==> config.mk <==
export PLATFORM = sky130hd
export DESIGN_NAME = rmon_regs
export DESIGN_NICKNAME = d
export VERILOG_FILES = /design/src/rtl/rmon_pkg.sv /design/src/rtl/rmon_acc_if.sv /design/src/rtl/rmon_axil_front.sv /design/src/rtl/rmon_sel_check.sv /design/src/rtl/rmon_regs.sv
export SDC_FILE = /design/constraint.sdc
export NUM_CORES = 1
export LEC_CHECK = 0
export BUFFER_PORTS_ARGS = -buffer_cell sky130_fd_sc_hd__buf_4
export CORE_ASPECT_RATIO = 0.8
export CORE_MARGIN = 3
export CORE_UTILIZATION = 55
export DETAILED_ROUTE_END_ITERATION = 7
export GPL_TIMING_DRIVEN = 0
export PLACE_DENSITY = 0.86
export SETUP_SLACK_MARGIN = 0.3
export SLEW_MARGIN = 0
export SYNTH_ARGS = -nofsm -noshare
export SYNTH_HDL_FRONTEND = slang
export SYNTH_SLANG_ARGS = --single-unit
export TNS_END_PERCENT = 100
==> constraint.sdc <==
create_clock -name ref_clk -period 5.4 [get_ports ref_clk]
set_clock_uncertainty 0.15 [all_clocks]
set_input_delay 1.08 -clock ref_clk [delete_from_list [all_inputs] [get_ports ref_clk]]
set_output_delay 1.08 -clock ref_clk [all_outputs]
set_load 0.01 [all_outputs]
==> src/rtl/rmon_pkg.sv <==
// shared constants of the resource monitor register bank
`default_nettype none

package rmon_pkg;

    // bus geometry
    localparam int unsigned ADDR_W = 16;
    localparam int unsigned DATA_W = 32;
    localparam int unsigned STRB_W = 4;

    // register indices; byte address is four times the index
    localparam logic [11:0] EVTSEL_IDX = 12'hc8d;
    localparam logic [11:0] CTR_IDX = 12'hc8e;
    localparam logic [11:0] ASSOC_IDX = 12'hc8f;
    localparam logic [15:0] EVTSEL_ADDR = {2'b00, EVTSEL_IDX, 2'b00};
    localparam logic [15:0] CTR_ADDR = {2'b00, CTR_IDX, 2'b00};
    localparam logic [15:0] ASSOC_ADDR = {2'b00, ASSOC_IDX, 2'b00};

    // upper 32 bits of each 64-bit register sit in a second window
    localparam int unsigned HI_WIN_BIT = 14;
    localparam logic [15:0] HI_WIN = 16'h4000;

    // interrupt and capability registers
    localparam logic [15:0] IRQ_STAT_ADDR = 16'h0000;
    localparam logic [15:0] IRQ_MASK_ADDR = 16'h0004;
    localparam logic [15:0] CAPS_ADDR = 16'h0008;

    // fields
    localparam int unsigned EVT_CODE_W = 8;
    localparam int unsigned TAG_W = 10;
    localparam int unsigned EVT_TAG_LSB = 32;
    localparam int unsigned CTR_DATA_W = 62;
    localparam int unsigned CTR_UNAVAIL_BIT = 62;
    localparam int unsigned CTR_ERR_BIT = 63;
    localparam int unsigned CAP_QOS_BIT = 12;
    localparam int unsigned IRQ_W = 2;
    localparam int unsigned IRQ_ERR_BIT = 0;
    localparam int unsigned IRQ_UNAV_BIT = 1;

    // reset values
    localparam logic [7:0] EVT_CODE_RST = 8'h00;
    localparam logic [9:0] TAG_RST = 10'h000;
    localparam logic [1:0] IRQ_RST = 2'h0;

    // axi responses
    localparam logic [1:0] RESP_OKAY = 2'h0;
    localparam logic [1:0] RESP_SLVERR = 2'h2;

endpackage

`default_nettype wire

==> src/rtl/rmon_acc_if.sv <==
// single-cycle register access between bus front and register bank
`default_nettype none

interface rmon_acc_if;
    logic wr;
    logic [rmon_pkg::ADDR_W-1:0] waddr;
    logic [rmon_pkg::DATA_W-1:0] wdata;
    logic [rmon_pkg::STRB_W-1:0] wstrb;
    logic wr_err;
    logic rd;
    logic [rmon_pkg::ADDR_W-1:0] raddr;
    logic [rmon_pkg::DATA_W-1:0] rdata;
    logic rd_err;

    modport front (
        output wr, waddr, wdata, wstrb, rd, raddr,
        input wr_err, rdata, rd_err
    );
    modport regs (
        input wr, waddr, wdata, wstrb, rd, raddr,
        output wr_err, rdata, rd_err
    );
endinterface

`default_nettype wire

==> src/rtl/rmon_axil_front.sv <==
// axi4-lite slave front turning bus transfers into one-cycle accesses
`default_nettype none

module rmon_axil_front (
    // clock and reset
    input wire logic clk,
    input wire logic resetn,
    // write address and data
    input wire logic [rmon_pkg::ADDR_W-1:0] s_axi_awaddr,
    input wire logic s_axi_awvalid,
    output logic s_axi_awready,
    input wire logic [rmon_pkg::DATA_W-1:0] s_axi_wdata,
    input wire logic [rmon_pkg::STRB_W-1:0] s_axi_wstrb,
    input wire logic s_axi_wvalid,
    output logic s_axi_wready,
    // write response
    output logic [1:0] s_axi_bresp,
    output logic s_axi_bvalid,
    input wire logic s_axi_bready,
    // read
    input wire logic [rmon_pkg::ADDR_W-1:0] s_axi_araddr,
    input wire logic s_axi_arvalid,
    output logic s_axi_arready,
    output logic [rmon_pkg::DATA_W-1:0] s_axi_rdata,
    output logic [1:0] s_axi_rresp,
    output logic s_axi_rvalid,
    input wire logic s_axi_rready,
    // register side
    rmon_acc_if.front acc
);

    typedef struct packed {
        logic aw_full;
        logic [rmon_pkg::ADDR_W-1:0] aw_addr;
        logic w_full;
        logic [rmon_pkg::DATA_W-1:0] w_data;
        logic [rmon_pkg::STRB_W-1:0] w_strb;
        logic bvalid;
        logic [1:0] bresp;
        logic rvalid;
        logic [rmon_pkg::DATA_W-1:0] rdata;
        logic [1:0] rresp;
    } rmon_front_s;

    rmon_front_s q;
    rmon_front_s d;

    assign s_axi_awready = !q.aw_full;
    assign s_axi_wready = !q.w_full;
    assign s_axi_arready = !q.rvalid;
    assign s_axi_bvalid = q.bvalid;
    assign s_axi_bresp = q.bresp;
    assign s_axi_rvalid = q.rvalid;
    assign s_axi_rdata = q.rdata;
    assign s_axi_rresp = q.rresp;

    // a write goes out once address and data are both held and b is free
    assign acc.wr = q.aw_full && q.w_full && !q.bvalid;
    assign acc.waddr = q.aw_addr;
    assign acc.wdata = q.w_data;
    assign acc.wstrb = q.w_strb;
    assign acc.rd = s_axi_arvalid && !q.rvalid;
    assign acc.raddr = s_axi_araddr;

    always_comb begin
        d = q;
        if (q.bvalid && s_axi_bready) begin
            d.bvalid = 1'b0;
        end
        if (s_axi_awvalid && !q.aw_full) begin
            d.aw_full = 1'b1;
            d.aw_addr = s_axi_awaddr;
        end
        if (s_axi_wvalid && !q.w_full) begin
            d.w_full = 1'b1;
            d.w_data = s_axi_wdata;
            d.w_strb = s_axi_wstrb;
        end
        if (acc.wr) begin
            d.aw_full = 1'b0;
            d.w_full = 1'b0;
            d.bvalid = 1'b1;
            d.bresp = acc.wr_err ? rmon_pkg::RESP_SLVERR : rmon_pkg::RESP_OKAY;
        end
        if (q.rvalid && s_axi_rready) begin
            d.rvalid = 1'b0;
        end
        if (acc.rd) begin
            d.rvalid = 1'b1;
            d.rdata = acc.rdata;
            d.rresp = acc.rd_err ? rmon_pkg::RESP_SLVERR : rmon_pkg::RESP_OKAY;
        end
    end

    always_ff @(posedge clk) begin
        if (!resetn) begin
            q <= '0;
        end else begin
            q <= d;
        end
    end

endmodule

`default_nettype wire

==> src/rtl/rmon_sel_check.sv <==
// validates a new selection and keeps the error flag of the last one
`default_nettype none

module rmon_sel_check #(
    parameter int unsigned NUM_TAGS = 64,
    parameter logic [255:0] EVT_MASK = 256'h000e
) (
    // clock and reset
    input wire logic clk,
    input wire logic resetn,
    // selection being written
    input wire logic sel_wr,
    input wire logic [rmon_pkg::TAG_W-1:0] new_tag,
    input wire logic [rmon_pkg::EVT_CODE_W-1:0] new_code,
    // result
    output logic sel_err,
    output logic err_evt
);

    typedef struct packed {
        logic err;
    } rmon_chk_s;

    rmon_chk_s q;
    rmon_chk_s d;
    logic bad;

    assign bad = (32'(new_tag) >= NUM_TAGS) || !EVT_MASK[new_code];
    assign err_evt = sel_wr && bad;
    assign sel_err = q.err;

    always_comb begin
        d = q;
        if (sel_wr) begin
            d.err = bad;
        end
    end

    always_ff @(posedge clk) begin
        if (!resetn) begin
            q <= '0;
        end else begin
            q <= d;
        end
    end

endmodule

`default_nettype wire

==> src/rtl/rmon_regs.sv <==
// resource monitor register bank behind an axi4-lite slave
//
// How it works
// event select holds event code and tag.
// counter low 62 bits give monitored data.
// unavailable flag when data absent or unmonitored.
// error flag after unsupported tag or code.
// association register holds thread's monitoring tag.
// registers exist only with capability bit set.
// counter follows current selection; reserved read zero.
//
// The implementer's own choice: the AXI4-Lite register port.
`default_nettype none

module rmon_regs #(
    parameter logic QOS_SUPPORTED = 1'b1,
    parameter int unsigned NUM_TAGS = 64,
    parameter logic [255:0] EVT_MASK = 256'h000e
) (
    // clock and reset
    input wire logic ref_clk,
    input wire logic resetn,
    // axi4-lite write address and data
    input wire logic [rmon_pkg::ADDR_W-1:0] s_axi_awaddr,
    input wire logic s_axi_awvalid,
    output logic s_axi_awready,
    input wire logic [rmon_pkg::DATA_W-1:0] s_axi_wdata,
    input wire logic [rmon_pkg::STRB_W-1:0] s_axi_wstrb,
    input wire logic s_axi_wvalid,
    output logic s_axi_wready,
    // axi4-lite write response
    output logic [1:0] s_axi_bresp,
    output logic s_axi_bvalid,
    input wire logic s_axi_bready,
    // axi4-lite read
    input wire logic [rmon_pkg::ADDR_W-1:0] s_axi_araddr,
    input wire logic s_axi_arvalid,
    output logic s_axi_arready,
    output logic [rmon_pkg::DATA_W-1:0] s_axi_rdata,
    output logic [1:0] s_axi_rresp,
    output logic s_axi_rvalid,
    input wire logic s_axi_rready,
    // monitoring engine
    output logic [rmon_pkg::TAG_W-1:0] mon_tag,
    output logic [rmon_pkg::EVT_CODE_W-1:0] mon_code,
    input wire logic [rmon_pkg::CTR_DATA_W-1:0] mon_data,
    input wire logic mon_avail,
    // thread association
    output logic [rmon_pkg::TAG_W-1:0] assoc_tag,
    // interrupt
    output logic irq
);

    typedef struct packed {
        logic [rmon_pkg::EVT_CODE_W-1:0] evt_code;
        logic [rmon_pkg::TAG_W-1:0] evt_tag;
        logic [rmon_pkg::TAG_W-1:0] assoc_tag;
        logic [63:0] ctr_snap;
        logic [rmon_pkg::IRQ_W-1:0] irq_stat;
        logic [rmon_pkg::IRQ_W-1:0] irq_mask;
    } rmon_regs_s;

    rmon_regs_s q;
    rmon_regs_s d;

    rmon_acc_if acc ();

    // byte-lane merge of a write into a 32-bit view
    function automatic logic [31:0] merge32(
        input logic [31:0] old,
        input logic [31:0] wd,
        input logic [3:0] strb
    );
        logic [31:0] res;
        res = old;
        for (int i = 0; i < 4; i++) begin
            if (strb[i]) begin
                res[i*8 +: 8] = wd[i*8 +: 8];
            end
        end
        return res;
    endfunction

    rmon_axil_front u_front (
        .clk(ref_clk),
        .resetn(resetn),
        .s_axi_awaddr(s_axi_awaddr),
        .s_axi_awvalid(s_axi_awvalid),
        .s_axi_awready(s_axi_awready),
        .s_axi_wdata(s_axi_wdata),
        .s_axi_wstrb(s_axi_wstrb),
        .s_axi_wvalid(s_axi_wvalid),
        .s_axi_wready(s_axi_wready),
        .s_axi_bresp(s_axi_bresp),
        .s_axi_bvalid(s_axi_bvalid),
        .s_axi_bready(s_axi_bready),
        .s_axi_araddr(s_axi_araddr),
        .s_axi_arvalid(s_axi_arvalid),
        .s_axi_arready(s_axi_arready),
        .s_axi_rdata(s_axi_rdata),
        .s_axi_rresp(s_axi_rresp),
        .s_axi_rvalid(s_axi_rvalid),
        .s_axi_rready(s_axi_rready),
        .acc(acc)
    );

    // write decode; monitor registers vanish without the capability
    logic qos_on;
    logic wr_evt_lo;
    logic wr_evt_hi;
    logic wr_ctr;
    logic wr_assoc_lo;
    logic wr_assoc_hi;
    logic wr_stat;
    logic wr_mask;
    logic wr_caps;

    assign qos_on = QOS_SUPPORTED;
    assign wr_evt_lo = acc.wr && qos_on && acc.waddr == rmon_pkg::EVTSEL_ADDR;
    assign wr_evt_hi = acc.wr && qos_on
        && acc.waddr == (rmon_pkg::EVTSEL_ADDR | rmon_pkg::HI_WIN);
    assign wr_ctr = acc.wr && qos_on
        && (acc.waddr & ~rmon_pkg::HI_WIN) == rmon_pkg::CTR_ADDR;
    assign wr_assoc_lo = acc.wr && qos_on && acc.waddr == rmon_pkg::ASSOC_ADDR;
    assign wr_assoc_hi = acc.wr && qos_on
        && acc.waddr == (rmon_pkg::ASSOC_ADDR | rmon_pkg::HI_WIN);
    assign wr_stat = acc.wr && acc.waddr == rmon_pkg::IRQ_STAT_ADDR;
    assign wr_mask = acc.wr && acc.waddr == rmon_pkg::IRQ_MASK_ADDR;
    assign wr_caps = acc.wr && acc.waddr == rmon_pkg::CAPS_ADDR;

    // the counter is read-only; unmapped addresses answer slverr
    assign acc.wr_err = acc.wr && (wr_ctr || wr_caps
        || !(wr_evt_lo || wr_evt_hi || wr_assoc_lo || wr_assoc_hi || wr_stat || wr_mask));

    // proposed selection after this write
    logic [31:0] evt_lo_new;
    logic [31:0] evt_hi_new;
    logic [31:0] assoc_new;
    logic [31:0] w1c_word;
    logic [rmon_pkg::EVT_CODE_W-1:0] new_code;
    logic [rmon_pkg::TAG_W-1:0] new_tag;
    logic sel_wr;
    logic sel_err;
    logic err_evt;

    assign evt_lo_new = merge32({24'h0000_00, q.evt_code}, acc.wdata, acc.wstrb);
    assign evt_hi_new = merge32({22'h00_0000, q.evt_tag}, acc.wdata, acc.wstrb);
    assign assoc_new = merge32({22'h00_0000, q.assoc_tag}, acc.wdata, acc.wstrb);
    assign w1c_word = merge32(32'h0000_0000, acc.wdata, acc.wstrb);
    assign new_code = wr_evt_lo ? evt_lo_new[rmon_pkg::EVT_CODE_W-1:0] : q.evt_code;
    assign new_tag = wr_evt_hi ? evt_hi_new[rmon_pkg::TAG_W-1:0] : q.evt_tag;
    assign sel_wr = wr_evt_lo || wr_evt_hi;

    rmon_sel_check #(
        .NUM_TAGS(NUM_TAGS),
        .EVT_MASK(EVT_MASK)
    ) u_chk (
        .clk(ref_clk),
        .resetn(resetn),
        .sel_wr(sel_wr),
        .new_tag(new_tag),
        .new_code(new_code),
        .sel_err(sel_err),
        .err_evt(err_evt)
    );

    // live counter view for the current selection
    logic unavail;
    logic [63:0] ctr_live;

    assign unavail = !mon_avail || sel_err;
    assign ctr_live = {sel_err, unavail, mon_data};

    // read decode
    logic rd_ctr_lo;
    logic unav_evt;

    assign rd_ctr_lo = acc.rd && qos_on && acc.raddr == rmon_pkg::CTR_ADDR;
    assign unav_evt = rd_ctr_lo && unavail;

    always_comb begin
        acc.rdata = 32'h0000_0000;
        acc.rd_err = 1'b0;
        case (acc.raddr)
            rmon_pkg::EVTSEL_ADDR: begin
                acc.rdata = {24'h0000_00, q.evt_code};
                acc.rd_err = !qos_on;
            end
            rmon_pkg::EVTSEL_ADDR | rmon_pkg::HI_WIN: begin
                acc.rdata = {22'h00_0000, q.evt_tag};
                acc.rd_err = !qos_on;
            end
            rmon_pkg::CTR_ADDR: begin
                acc.rdata = ctr_live[31:0];
                acc.rd_err = !qos_on;
            end
            rmon_pkg::CTR_ADDR | rmon_pkg::HI_WIN: begin
                // upper half comes from the snapshot of the last low read
                acc.rdata = q.ctr_snap[63:32];
                acc.rd_err = !qos_on;
            end
            rmon_pkg::ASSOC_ADDR: begin
                acc.rdata = {22'h00_0000, q.assoc_tag};
                acc.rd_err = !qos_on;
            end
            rmon_pkg::ASSOC_ADDR | rmon_pkg::HI_WIN: begin
                acc.rdata = 32'h0000_0000;
                acc.rd_err = !qos_on;
            end
            rmon_pkg::IRQ_STAT_ADDR: begin
                acc.rdata = {30'h0000_0000, q.irq_stat};
            end
            rmon_pkg::IRQ_MASK_ADDR: begin
                acc.rdata = {30'h0000_0000, q.irq_mask};
            end
            rmon_pkg::CAPS_ADDR: begin
                acc.rdata[rmon_pkg::CAP_QOS_BIT] = qos_on;
            end
            default: begin
                acc.rd_err = 1'b1;
            end
        endcase
        if (!qos_on || !acc.rd) begin
            if (acc.rd_err) begin
                acc.rdata = 32'h0000_0000;
            end
        end
    end

    // next state
    logic [rmon_pkg::IRQ_W-1:0] irq_set;
    logic [rmon_pkg::IRQ_W-1:0] irq_clr;

    always_comb begin
        irq_set = '0;
        irq_set[rmon_pkg::IRQ_ERR_BIT] = err_evt;
        irq_set[rmon_pkg::IRQ_UNAV_BIT] = unav_evt;
    end
    assign irq_clr = wr_stat ? w1c_word[rmon_pkg::IRQ_W-1:0] : '0;

    always_comb begin
        d = q;
        d.evt_code = new_code;
        d.evt_tag = new_tag;
        if (wr_assoc_lo) begin
            d.assoc_tag = assoc_new[rmon_pkg::TAG_W-1:0];
        end
        if (rd_ctr_lo) begin
            d.ctr_snap = ctr_live;
        end
        // a new event beats a clear in the same cycle
        d.irq_stat = (q.irq_stat & ~irq_clr) | irq_set;
        if (wr_mask) begin
            d.irq_mask = w1c_word[rmon_pkg::IRQ_W-1:0];
        end
    end

    always_ff @(posedge ref_clk) begin
        if (!resetn) begin
            q.evt_code <= rmon_pkg::EVT_CODE_RST;
            q.evt_tag <= rmon_pkg::TAG_RST;
            q.assoc_tag <= rmon_pkg::TAG_RST;
            q.ctr_snap <= 64'h0000_0000_0000_0000;
            q.irq_stat <= rmon_pkg::IRQ_RST;
            q.irq_mask <= rmon_pkg::IRQ_RST;
        end else begin
            q <= d;
        end
    end

    assign mon_tag = q.evt_tag;
    assign mon_code = q.evt_code;
    assign assoc_tag = q.assoc_tag;
    assign irq = |(q.irq_stat & q.irq_mask);

    // checks
    evt_code_load_a: assert property (
        @(posedge ref_clk) disable iff (!resetn)
        (wr_evt_lo && acc.wstrb[0]) |=> (mon_code == $past(acc.wdata[7:0]))
    ) else $error("event code not loaded from write");

    evt_tag_load_a: assert property (
        @(posedge ref_clk) disable iff (!resetn)
        (wr_evt_hi && acc.wstrb[0] && acc.wstrb[1])
        |=> (mon_tag == $past(acc.wdata[9:0]))
    ) else $error("monitoring tag not loaded from write");

    ctr_data_read_a: assert property (
        @(posedge ref_clk) disable iff (!resetn)
        rd_ctr_lo |=> (s_axi_rvalid && s_axi_rdata == $past(mon_data[31:0]))
    ) else $error("counter low word does not match monitored data");

    ctr_unavail_a: assert property (
        @(posedge ref_clk) disable iff (!resetn)
        (rd_ctr_lo && !mon_avail) |=> q.ctr_snap[rmon_pkg::CTR_UNAVAIL_BIT]
    ) else $error("unavailable flag clear while data absent");

    sel_error_flag_a: assert property (
        @(posedge ref_clk) disable iff (!resetn)
        (sel_wr && 32'(new_tag) >= NUM_TAGS) |=> (sel_err ##1 (sel_err || $past(sel_wr)))
    ) else $error("error flag not raised after unsupported tag");

    sel_error_ctr_a: assert property (
        @(posedge ref_clk) disable iff (!resetn)
        (rd_ctr_lo && sel_err) |=> q.ctr_snap[rmon_pkg::CTR_ERR_BIT]
    ) else $error("counter error bit clear after bad selection");

    assoc_load_a: assert property (
        @(posedge ref_clk) disable iff (!resetn)
        (wr_assoc_lo && acc.wstrb[0] && acc.wstrb[1])
        |=> (assoc_tag == $past(acc.wdata[9:0]))
    ) else $error("association tag not loaded from write");

    cap_absent_a: assert property (
        @(posedge ref_clk) disable iff (!resetn)
        (acc.rd && !qos_on && acc.raddr == rmon_pkg::CTR_ADDR)
        |=> (s_axi_rvalid && s_axi_rresp == rmon_pkg::RESP_SLVERR && s_axi_rdata == 32'h0000_0000)
    ) else $error("monitor register answered without capability");

    evt_reserved_a: assert property (
        @(posedge ref_clk) disable iff (!resetn)
        (acc.rd && acc.raddr == rmon_pkg::EVTSEL_ADDR) |=> (s_axi_rdata[31:8] == 24'h0000_00)
    ) else $error("reserved event select bits read nonzero");

    irq_set_wins_a: assert property (
        @(posedge ref_clk) disable iff (!resetn)
        (unav_evt && wr_stat) |=> q.irq_stat[rmon_pkg::IRQ_UNAV_BIT]
    ) else $error("clear swallowed a same-cycle unavailable event");

    bresp_hold_a: assert property (
        @(posedge ref_clk) disable iff (!resetn)
        (s_axi_bvalid && !s_axi_bready) |=> ($stable(s_axi_bresp) && s_axi_bvalid)
    ) else $error("write response dropped before bready");

    wr_answer_a: assert property (
        @(posedge ref_clk) disable iff (!resetn)
        acc.wr |=> (s_axi_bvalid && s_axi_bresp == $past(acc.wr_err ? 2'h2 : 2'h0))
    ) else $error("write response missing one cycle after access");

    rd_answer_a: assert property (
        @(posedge ref_clk) disable iff (!resetn)
        acc.rd |=> (s_axi_rvalid && s_axi_rresp == $past(acc.rd_err ? 2'h2 : 2'h0))
    ) else $error("read response missing one cycle after access");

    ctr_hi_snap_a: assert property (
        @(posedge ref_clk) disable iff (!resetn)
        (acc.rd && qos_on && acc.raddr == (rmon_pkg::CTR_ADDR | rmon_pkg::HI_WIN))
        |=> (s_axi_rdata == $past(q.ctr_snap[63:32]))
    ) else $error("counter high word differs from snapshot");

endmodule

`default_nettype wire

=== Word-level counts from Yosys, hierarchy flattened ===
Memory sizes are Yosys's and may differ from the RTL's.
Index checks and enable logic that the tools add are counted.

* Bits in latches: 0
* Word-level logic and storage cells: 102
* RAM bits: 0
* Memories: 1
* Register bits: 165
* ROM bits: 256
* Bits of input ports: 138

* Reductions and logical operators: 44
* Shift operators: 0
* Bitwise logic cells: 5
* $add $sub $neg: 0
* Div/mod/pow operators: 0
* Multipliers: 0
* Equality and inequality tests: 15
* $lt $le $gt $ge: 2
* Multiplexer cells: 17

{| class="wikitable"
|+ Memories
! name !! depth !! width !! rd ports !! clocked after Yosys merged registers in !! wr ports !! line !! text
|-
| (name not given) || 256 || 1 || 1 || 0 || 0 || rmon_sel_check.sv:28 || <nowiki>assign bad = (32'(new_tag) >= NUM_TAGS) || !EVT_MASK[new_code];</nowiki>
|}

{| class="wikitable"
|+ Operators by type and width
! operator !! count
|-
| one-hot mux 12 bit (7 select lines) || 1
|-
| equality test 16 x 14 -> 1 bit, second input constant || 5
|-
| equality test 16 x 15 -> 1 bit, second input constant || 5
|-
| one-hot mux 19 bit (2 select lines) || 1
|-
| two-way mux 35 bit || 1
|-
| equality test 16 x 3 -> 1 bit, second input constant || 2
|-
| equality test 16 x 4 -> 1 bit, second input constant || 2
|-
| zero test 16 bit || 2
|-
| two-way mux 8 bit || 3
|-
| logical AND 1 bit || 19
|-
| equality test 15 x 14 -> 1 bit, second input constant || 1
|-
| greater-or-equal comparator 10 x 7 -> 1 bit, second input constant || 1
|-
| two-way mux 10 bit || 1
|-
| two-way mux 2 bit || 5
|-
| logical OR 1 bit || 9
|-
| < comparator 8 x 9 -> 1 bit, second input constant || 1
|-
| OR reduction 9 bit || 1
|-
| zero test 1 bit || 7
|-
| AND 2 bit || 2
|-
| AND reduction 2 bit || 2
|-
| nonzero test 2 bit || 2
|-
| OR reduction 2 bit || 2
|-
| two-way mux 1 bit || 3
|-
| two-way mux 3 bit || 1
|-
| 4 further kinds || 4
|}

=== Longest topological paths before layout ===
Gate-level depths: netlist of the first run.

* Depth after elaboration: 13
* Mapped depth: 7
* Gate-level depth less buffers: 5

=== Modules after synthesis ===
From an unflattened synthesis of the first run, not the netlist that was laid out.

* Cells, all modules: 985
* Area, all modules: 8,315.5 sq um

{| class="wikitable"
|+ By module, submodules not included
! module !! times used !! sequential area each (sq um) !! area an instance (sq um) !! cells each
|-
| rmon_axil_front || 1 || 1,801.7 || 4,307.9 || 501
|-
| rmon_regs || 1 || 1,281.2 || 3,938.8 || 476
|-
| rmon_sel_check || 1 || 20.0 || 68.8 || 8
|}

=== Worst setup path after synthesis of the first run ===
OpenSTA, ideal clock, no wires.

* Kind: in2reg
* Start point: input s_axi_araddr[6] (netlist name)
* End point: register q[36] (netlist name)
* Library setup time: 0.116 ns
* Path slack: 2.144 ns
* Arrival: 2.990 ns
* Cell stages on the path: 6
* Required time: 5.134 ns
* Cell sequence: or4_4 or4_4 nor4_4 buf_6 mux2i_1 nor2b_1

* Cells in the longest elaborated chain, start to end: 2

{| class="wikitable"
|+ Ends and longest elaborated chain
! element !! line !! text
|-
| from (decl) || rmon_regs.sv:36 || <nowiki>input wire logic [rmon_pkg::ADDR_W-1:0] s_axi_araddr,</nowiki>
|-
| equality test 16 x 14 -> 1 bit || rmon_regs.sv:178 || <nowiki>assign rd_ctr_lo = acc.rd && qos_on && acc.raddr == rmon_pkg::CTR_ADDR;</nowiki>
|-
| logical AND 1 bit || rmon_regs.sv:178 ||
|-
| to (decl) || rmon_regs.sv:63 || <nowiki>rmon_regs_s q;</nowiki>
|}

Every way passes these cells.
A chain may end at the register's enable or synchronous reset.

=== Worst setup path after layout of the first run ===
* Start point: input s_axi_araddr[6] (netlist name)
* End point: register q[48] (netlist name)

Same word-level chain as after synthesis.

==> results of run 1 <==
[final cells by class]
type	count	area share [%]
Clock buffer	19	5.09
Multi-Input combinational cell	464	36.2
Tap cell	144	2.12
Sequential cell	131	30.9
Inverter	7	0.309
Clock inverter	12	1.59
Buffer	108	7.97
Timing Repair Buffer	179	15.8
[per-layer routing]
layer	routed length, µm	vias up	global-route usage, %
met2	8630	291	45.7
met1	8110	2728	35.8
met4	384	0	9.07
met3	1570	35	7.09
li1	-	2839	-
met5	0	-	0
[cells by family after synthesis]
group / count (synthesis) / synth area share (%)
muxes: 69 / 10.8
AOI/OAI and AO/OA: 124 / 13.5
DFF: 131 / 41.0
buffers and inverters: 115 / 11.0
other: 1 / 0.0586
and+or+nand+nor: 269 / 23.7
[power by group through the flow]
stage / Clock [W] / Combinational, W / Sequential [W]
3_5_place_dp: 0 / 0.000244 / 0.00104
3_3_place_gp: 0 / 0.000237 / 0.00104
2_1_floorplan: 0 / 0.000122 / 0.00103
6_report: 0.00110 / 0.000248 / 0.00102
5_1_grt: 0.00115 / 0.000267 / 0.00102
4_1_cts: 0.00111 / 0.000246 / 0.00102
[per-stage QoR]
stage	hold WS [ps]	power [W]	utilization, %	setup WS [ps]
2_1_floorplan	276	0.00115	-	2140
3_3_place_gp	295	0.00127	71.4	1840
3_5_place_dp	305	0.00128	71.4	1770
4_1_cts	317	0.00237	76.5	2150
5_1_grt	336	0.00244	76.5	2070
6_report	313	0.00237	76.5	2130
[cells in the mapped netlist, types with 6 or more instances]
| cell | number | area share, % |
|---|---|---|
| nand2_1 | 83 | 4.9 |
| nor2b_1 | 69 | 6.7 |
| nor3_1 | 6 | 0.47 |
| a2111oi_0 | 7 | 0.96 |
| buf_4 | 65 | 7.6 |
| a221oi_1 | 21 | 2.9 |
| clkbuf_1 | 34 | 2.0 |
| and4_1 | 17 | 2.3 |
| mux2i_1 | 68 | 11 |
| nand3_1 | 7 | 0.55 |
| nor2_1 | 33 | 1.9 |
| inv_1 | 7 | 0.41 |
| dfxtp_1 | 131 | 41 |
| nor4_1 | 14 | 1.4 |
| o21ai_0 | 37 | 2.9 |
| or3_1 | 7 | 0.68 |
| a21boi_0 | 29 | 3.4 |
[worst reg2reg max path: stages, from the launching register on]
cell and delay, ps:
dfxtp_1 310, nor4_1 540, nand3_1 390, nor4_4 770, mux2i_1 290, nor2b_1 70
[worst max-delay path by stage]
stage	from	endpoint	cells after the start
final	s_axi_araddr[6]	q[48]$_SDFFE_PN0P_	7
after global routing	s_axi_araddr[6]	q[42]$_SDFFE_PN0P_	7
after CTS	s_axi_araddr[6]	q[48]$_SDFFE_PN0P_	7
after detailed placement	s_axi_araddr[6]	u_front.s_axi_rdata[21]$_SDFFE_PN0P_	8
after global placement	s_axi_araddr[6]	q[38]$_SDFFE_PN0P_	7
after floorplan	s_axi_araddr[6]	q[36]$_SDFFE_PN0P_	6
[state kept, by name, summed over array words and instances (netlist names)]
register	count
u_front.s_axi_bresp	1
u_front.acc.wdata	10
u_front.s_axi_bvalid	1
u_front.acc.waddr	16
mon_tag	10
u_front.s_axi_rvalid	1
u_front.q	2
u_front.s_axi_rresp	1
assoc_tag	10
u_chk.sel_err	1
u_front.s_axi_rdata	32
q	36
u_front.acc.wstrb	2
mon_code	8
==> results.md, run 1 <==
- Outcome: finished, final reports clean
- Post-CTS Setup Bufs: 0
- Final std cells w/o fill: 1064
- Peak VDD IR: 0.000232 V
- Fin. max-slew vios: 0
- Seq/Total Area, Yosys: 41.0%
- Post-DP HPWL: 14.4 mm
- Final Routed Wirelength: 18.7 mm
- P per Cell Area: approximately 280 mW/mm²
- Yosys Warn Count: 0
- Max Fclk: approximately 310 MHz
- Routed len/inst: 17.6 µm
- Hold-fix buffers at CTS: 0
- Crit path cell chain: buf_4 > or4_4 > or4_4 > nor4_4 > buf_6 > mux2i_1 > nor2b_1
- Cell Area, Synth: 0.00640 mm²
- Type of element capturing the critical path: flip-flop
- Area Growth Syn to Fin: 32.7%
- Most used cell, CP: or4_4
- Gate power share: 10.5%
- Switching Power: 0.000565 W
- GP Congestion: 0.913
- Crit path DAT: 3400 ps
- Die X: 127 µm
- Hold endpoint: u_front.s_axi_rdata[3]$_SDFFE_PN0P_
- Die H: 103 µm
- CP required: 5540 ps
- Die area: 0.0130 mm²
- Vias in the first global route: approximately 5800
- Final Hold Viols: 0
- Clock power frac: a little under half
- CP max FO: 10
- I/O Buffers: 179
- Switching Share: 23.9%
- Rel. slew slack: 37.0%
- Multi-input logic area: 0.00308 mm²
- Max_cap viols: 0
- Deepest clock path buffer count: 2
- Pre-antenna DRT Iters: 7
- Reg power frac: a little over two fifths
- Commonest cells after routing, fill and taps aside: 244 x buf_4, 131 x dfxtp_1, 83 x nand2_1, 69 x nor2b_1, 68 x mux2i_1
- Most common cell after layout, fill and taps aside: buf_4
- Clk Latency, worst-skew pair: 410 ps
- Antenna diodes: 0
- Setup TNS: 0 ps
- CTS tree: done
- Row cnt: 34
- RSZ-0062 raised after global routing: false
- Synth Instances: 709
- Min cycle time layout: 3270 ps
- Via count: 5893
- Initial Utilization: 57.7%
- R2r endpoint: mon_tag[6]$_SDFF_PN0_
- Placed insts: 1033
- Final net count: 1046
- Setup CP Type: input pin to flip-flop
- Final setup violation count: 0
- Total Routing Usage GR: 27.6%
- H-tree depth: 4
- Yosys cell types: 49
- FF+latch area: 0.00262 mm²
- Slew @ Worst Pin: 920 ps
- Crit-path leading delay family: simple AND/OR/NAND/NOR gates
- Post-DR vias/cell: 5.54
- Post_cts resized: 0
- Final instance area: roughly 0.0085 mm²
- Share of layout cells above drive strength 1: 31.8%
- Num CTS Buffers: 17
- Final period utilization: roughly three fifths
- Largest net degree at the start of global routing: 17
- Worst hold stages: 2
- Placed inst area: 0.00793 mm²
- First-pass GRT wire length: ~29 mm
- Remaining Overflow, GRT: 0
- Number of flops mapped to enable cells by yosys: 0
- Fillcell total: 785
- Syn Area/Cell: approximately 9 µm²
- DRC: 0
- Antenna violations before repair: 0
- Reg-to-reg critical path startpoint: u_front.acc.waddr[6]$_SDFFE_PN0P_
- Io pins: 208
- Critical Path Start Type: input pin
- Synth Register Bits: 131
- Clock sink total: approximately 130
- Int Pwr: 0.00180 W
- Iter 0 DRT Violations: 487
- ANT nets after route: 0
- Reg2Reg Depth: 5
- Pleak: between 3 and 4 nW
- R2R Setup Slk: 2760 ps
- Reg clk slew, reported paths: 50 ps
- CP max-delay cell: or4_4
- Crit-path max cell delay: 570 ps
- WP buf/inv: 2
- Tightest Hold Check Type: flip-flop to flip-flop
- Most used DFF post-synth: dfxtp_1
- Hold_sp: u_front.s_axi_rdata[3]$_SDFFE_PN0P_
- Core area: 0.0111 mm²
- Post-synth ARST share: 0%
- Root Driver: clkbuf_16
No activity file was read; power rests on OpenSTA's default activity.
==> run 2: changes to the inputs <==
--- a/config.mk
+++ b/config.mk
@@ -8,10 +8,10 @@
 export BUFFER_PORTS_ARGS = -buffer_cell sky130_fd_sc_hd__buf_4
 export CORE_ASPECT_RATIO = 0.8
 export CORE_MARGIN = 3
-export CORE_UTILIZATION = 55
+export CORE_UTILIZATION = 46
 export DETAILED_ROUTE_END_ITERATION = 7
 export GPL_TIMING_DRIVEN = 0
-export PLACE_DENSITY = 0.86
+export PLACE_DENSITY = 0.76
 export SETUP_SLACK_MARGIN = 0.3
 export SLEW_MARGIN = 0
 export SYNTH_ARGS = -nofsm -noshare
==> constraint.sdc (replaced) <==
create_clock -name ref_clk -period 2.9 [get_ports ref_clk]
set_clock_uncertainty 0.15 [all_clocks]
set_input_delay 0.58 -clock ref_clk [delete_from_list [all_inputs] [get_ports ref_clk]]
set_output_delay 0.58 -clock ref_clk [all_outputs]
set_load 0.01 [all_outputs]
==> results.md, run 2 (synthesized netlist as in run 1, its figures left out) <==
- Outcome: finished, final reports clean
- Pre-antenna DRT Iters: 4
- Most common cell after layout, fill and taps aside: buf_4
- Final Hold Viols: 0
- Largest net degree at the start of global routing: 17
- First-pass GRT wire length: 28.0 mm
- Clk Latency, worst-skew pair: 420 ps
- CP max FO: 10
- Final Routed Wirelength: 18.3 mm
- Top reg by flops: q
- Tightest Hold Check Type: input pin to flip-flop
- Root Driver: clkbuf_16
- Post-DR vias/cell: 5.27
- Clock sink total: 131
- Pleak: between 3 and 4 nW
- DRC: 0
- Deepest clock path buffer count: 2
- Total Routing Usage GR: 23.0%
- Die X: 138 µm
- ANT nets after route: 0
- Die H: 112 µm
- Antenna diodes: 0
- Final period utilization: 89.9%
- GP Congestion: roughly 0.9
- Final instance area: roughly 0.0087 mm²
- Fin. max-slew vios: 0
- Row cnt: 37
- Peak VDD IR: approximately 0.00045 V
- I/O Buffers: 179
- Reg clk slew, reported paths: 60 ps
- Antenna violations before repair: 0
- Placed inst area: between 0.007 and 0.008 mm²
- Share of layout cells above drive strength 1: 33.9%
- Number of flip-flops in the largest register: 36
- Final net count: 1056
- H-tree depth: 4
- Commonest cells after routing, fill and taps aside: 251 x buf_4, 131 x dfxtp_1, 83 x nand2_1, 69 x nor2b_1, 66 x mux2i_1
- Final setup violation count: 0
- CTS tree: done
- Min cycle time layout: 2610 ps
- Die area: 0.0154 mm²
- Hold-fix buffers at CTS: 0
- Vias in the first global route: 5561
- Slew @ Worst Pin: slightly above 800 ps
- Post-DP HPWL: 13.9 mm
- Via count: 5822
- Critical Path Start Type: input pin
- Crit path DAT: 2790 ps
- Routed len/inst: around 17 µm
- Num CTS Buffers: 17
- Max Fclk: 383 MHz
- Iter 0 DRT Violations: 388
- RSZ-0062 raised after global routing: true
- Io pins: between 200 and 250
- Area Growth Syn to Fin: 36.4%
- Core area: 0.0132 mm²
- Setup CP Type: input pin to flip-flop
- Initial Utilization: 48.4%
- P per Cell Area: 513 mW/mm²
- CP required: 3090 ps
- Max_cap viols: 0
- Type of element capturing the critical path: flip-flop
- Remaining Overflow, GRT: 0
- Pwr Total: 0.00448 W
- Rel. slew slack: about 45%
## run 2: cell count changes in the layout (fill, tap and decap cells not counted), sizes merged
cell,before,now
buf,253,263
clkinv,5,6
clkinvlp,4,3
## run 2: area by class of cell
type                            instances  area (µm²)
Sequential cell                       131        2620
Buffer                                108         733
Inverter                                7        26.3
Fill cell                            1130        4500
Clock inverter                         12         133
Timing Repair Buffer                  189        1440
Tap cell                              175         219
Multi-Input combinational cell        464        3110
Clock buffer                           19         453
## run 2: where the power goes
group	internal, W	switching, W
clock	0.00131	0.000820
sequential	0.00185	0.0000418
combinational	0.000244	0.000216
total	0.00340	0.00108
## run 2: what timing repair did
action,in CTS,in global routing
pin swaps,1,3
buffers inserted,3,5
cloned,0,2
endpoints found under the setup margin,30,70
gates resized for setup,2,27
## run 2: stage by stage
step / setup slack, ps / instances / hold WS, ps / utilization, % / setup TNS [ps]
after floorplan: 144 / 710 / 276 / - / 0
after global placement: -201 / 1064 / 288 / 60.3 / -6540
after detailed placement: -225 / 1064 / 297 / 60.3 / -7630
after CTS: 304 / 1098 / 234 / 65.0 / 0
after global routing: 212 / 1105 / 263 / 66.0 / 0
final: 292 / 1105 / 239 / 66.0 / 0
## run 2: worst paths after layout
| kind | to | slack (ps) | start | depth (start not counted) |
|---|---|---|---|---|
| worst min register to register | u_front.s_axi_rdata[7]$_SDFFE_PN0P_ | 310 | u_front.s_axi_rdata[7]$_SDFFE_PN0P_ | 2 |
| worst min-delay path | u_front.q[91]$_SDFFE_PP0P_ | 240 | s_axi_awvalid | 3 |
| worst max register to register | u_chk.sel_err$_SDFFE_PN0P_ | 400 | u_front.acc.waddr[3]$_SDFFE_PN0P_ | 6 |
| worst max-delay path | u_front.s_axi_rdata[9]$_SDFFE_PN0P_ | 290 | s_axi_araddr[6] | 9 |
## run 2: routing by layer
| layer | global-route usage, % | routed length (µm) | vias up |
|---|---|---|---|
| li1 | - | - | 2860 |
| met1 | 32.9 | 8660 | 2719 |
| met2 | 35.0 | 8040 | 218 |
| met3 | 4.25 | 1360 | 25 |
| met4 | 7.37 | 280 | 0 |
| met5 | 0 | 0 | - |
## run 2: worst max-delay path, stage by stage
cell     delay [ps]
buf_4           110
or4_4           570
or4_4           560
buf_4           210
nor3_4          240
buf_12          160
buf_6           120
a21oi_1          70
a31oi_1         180
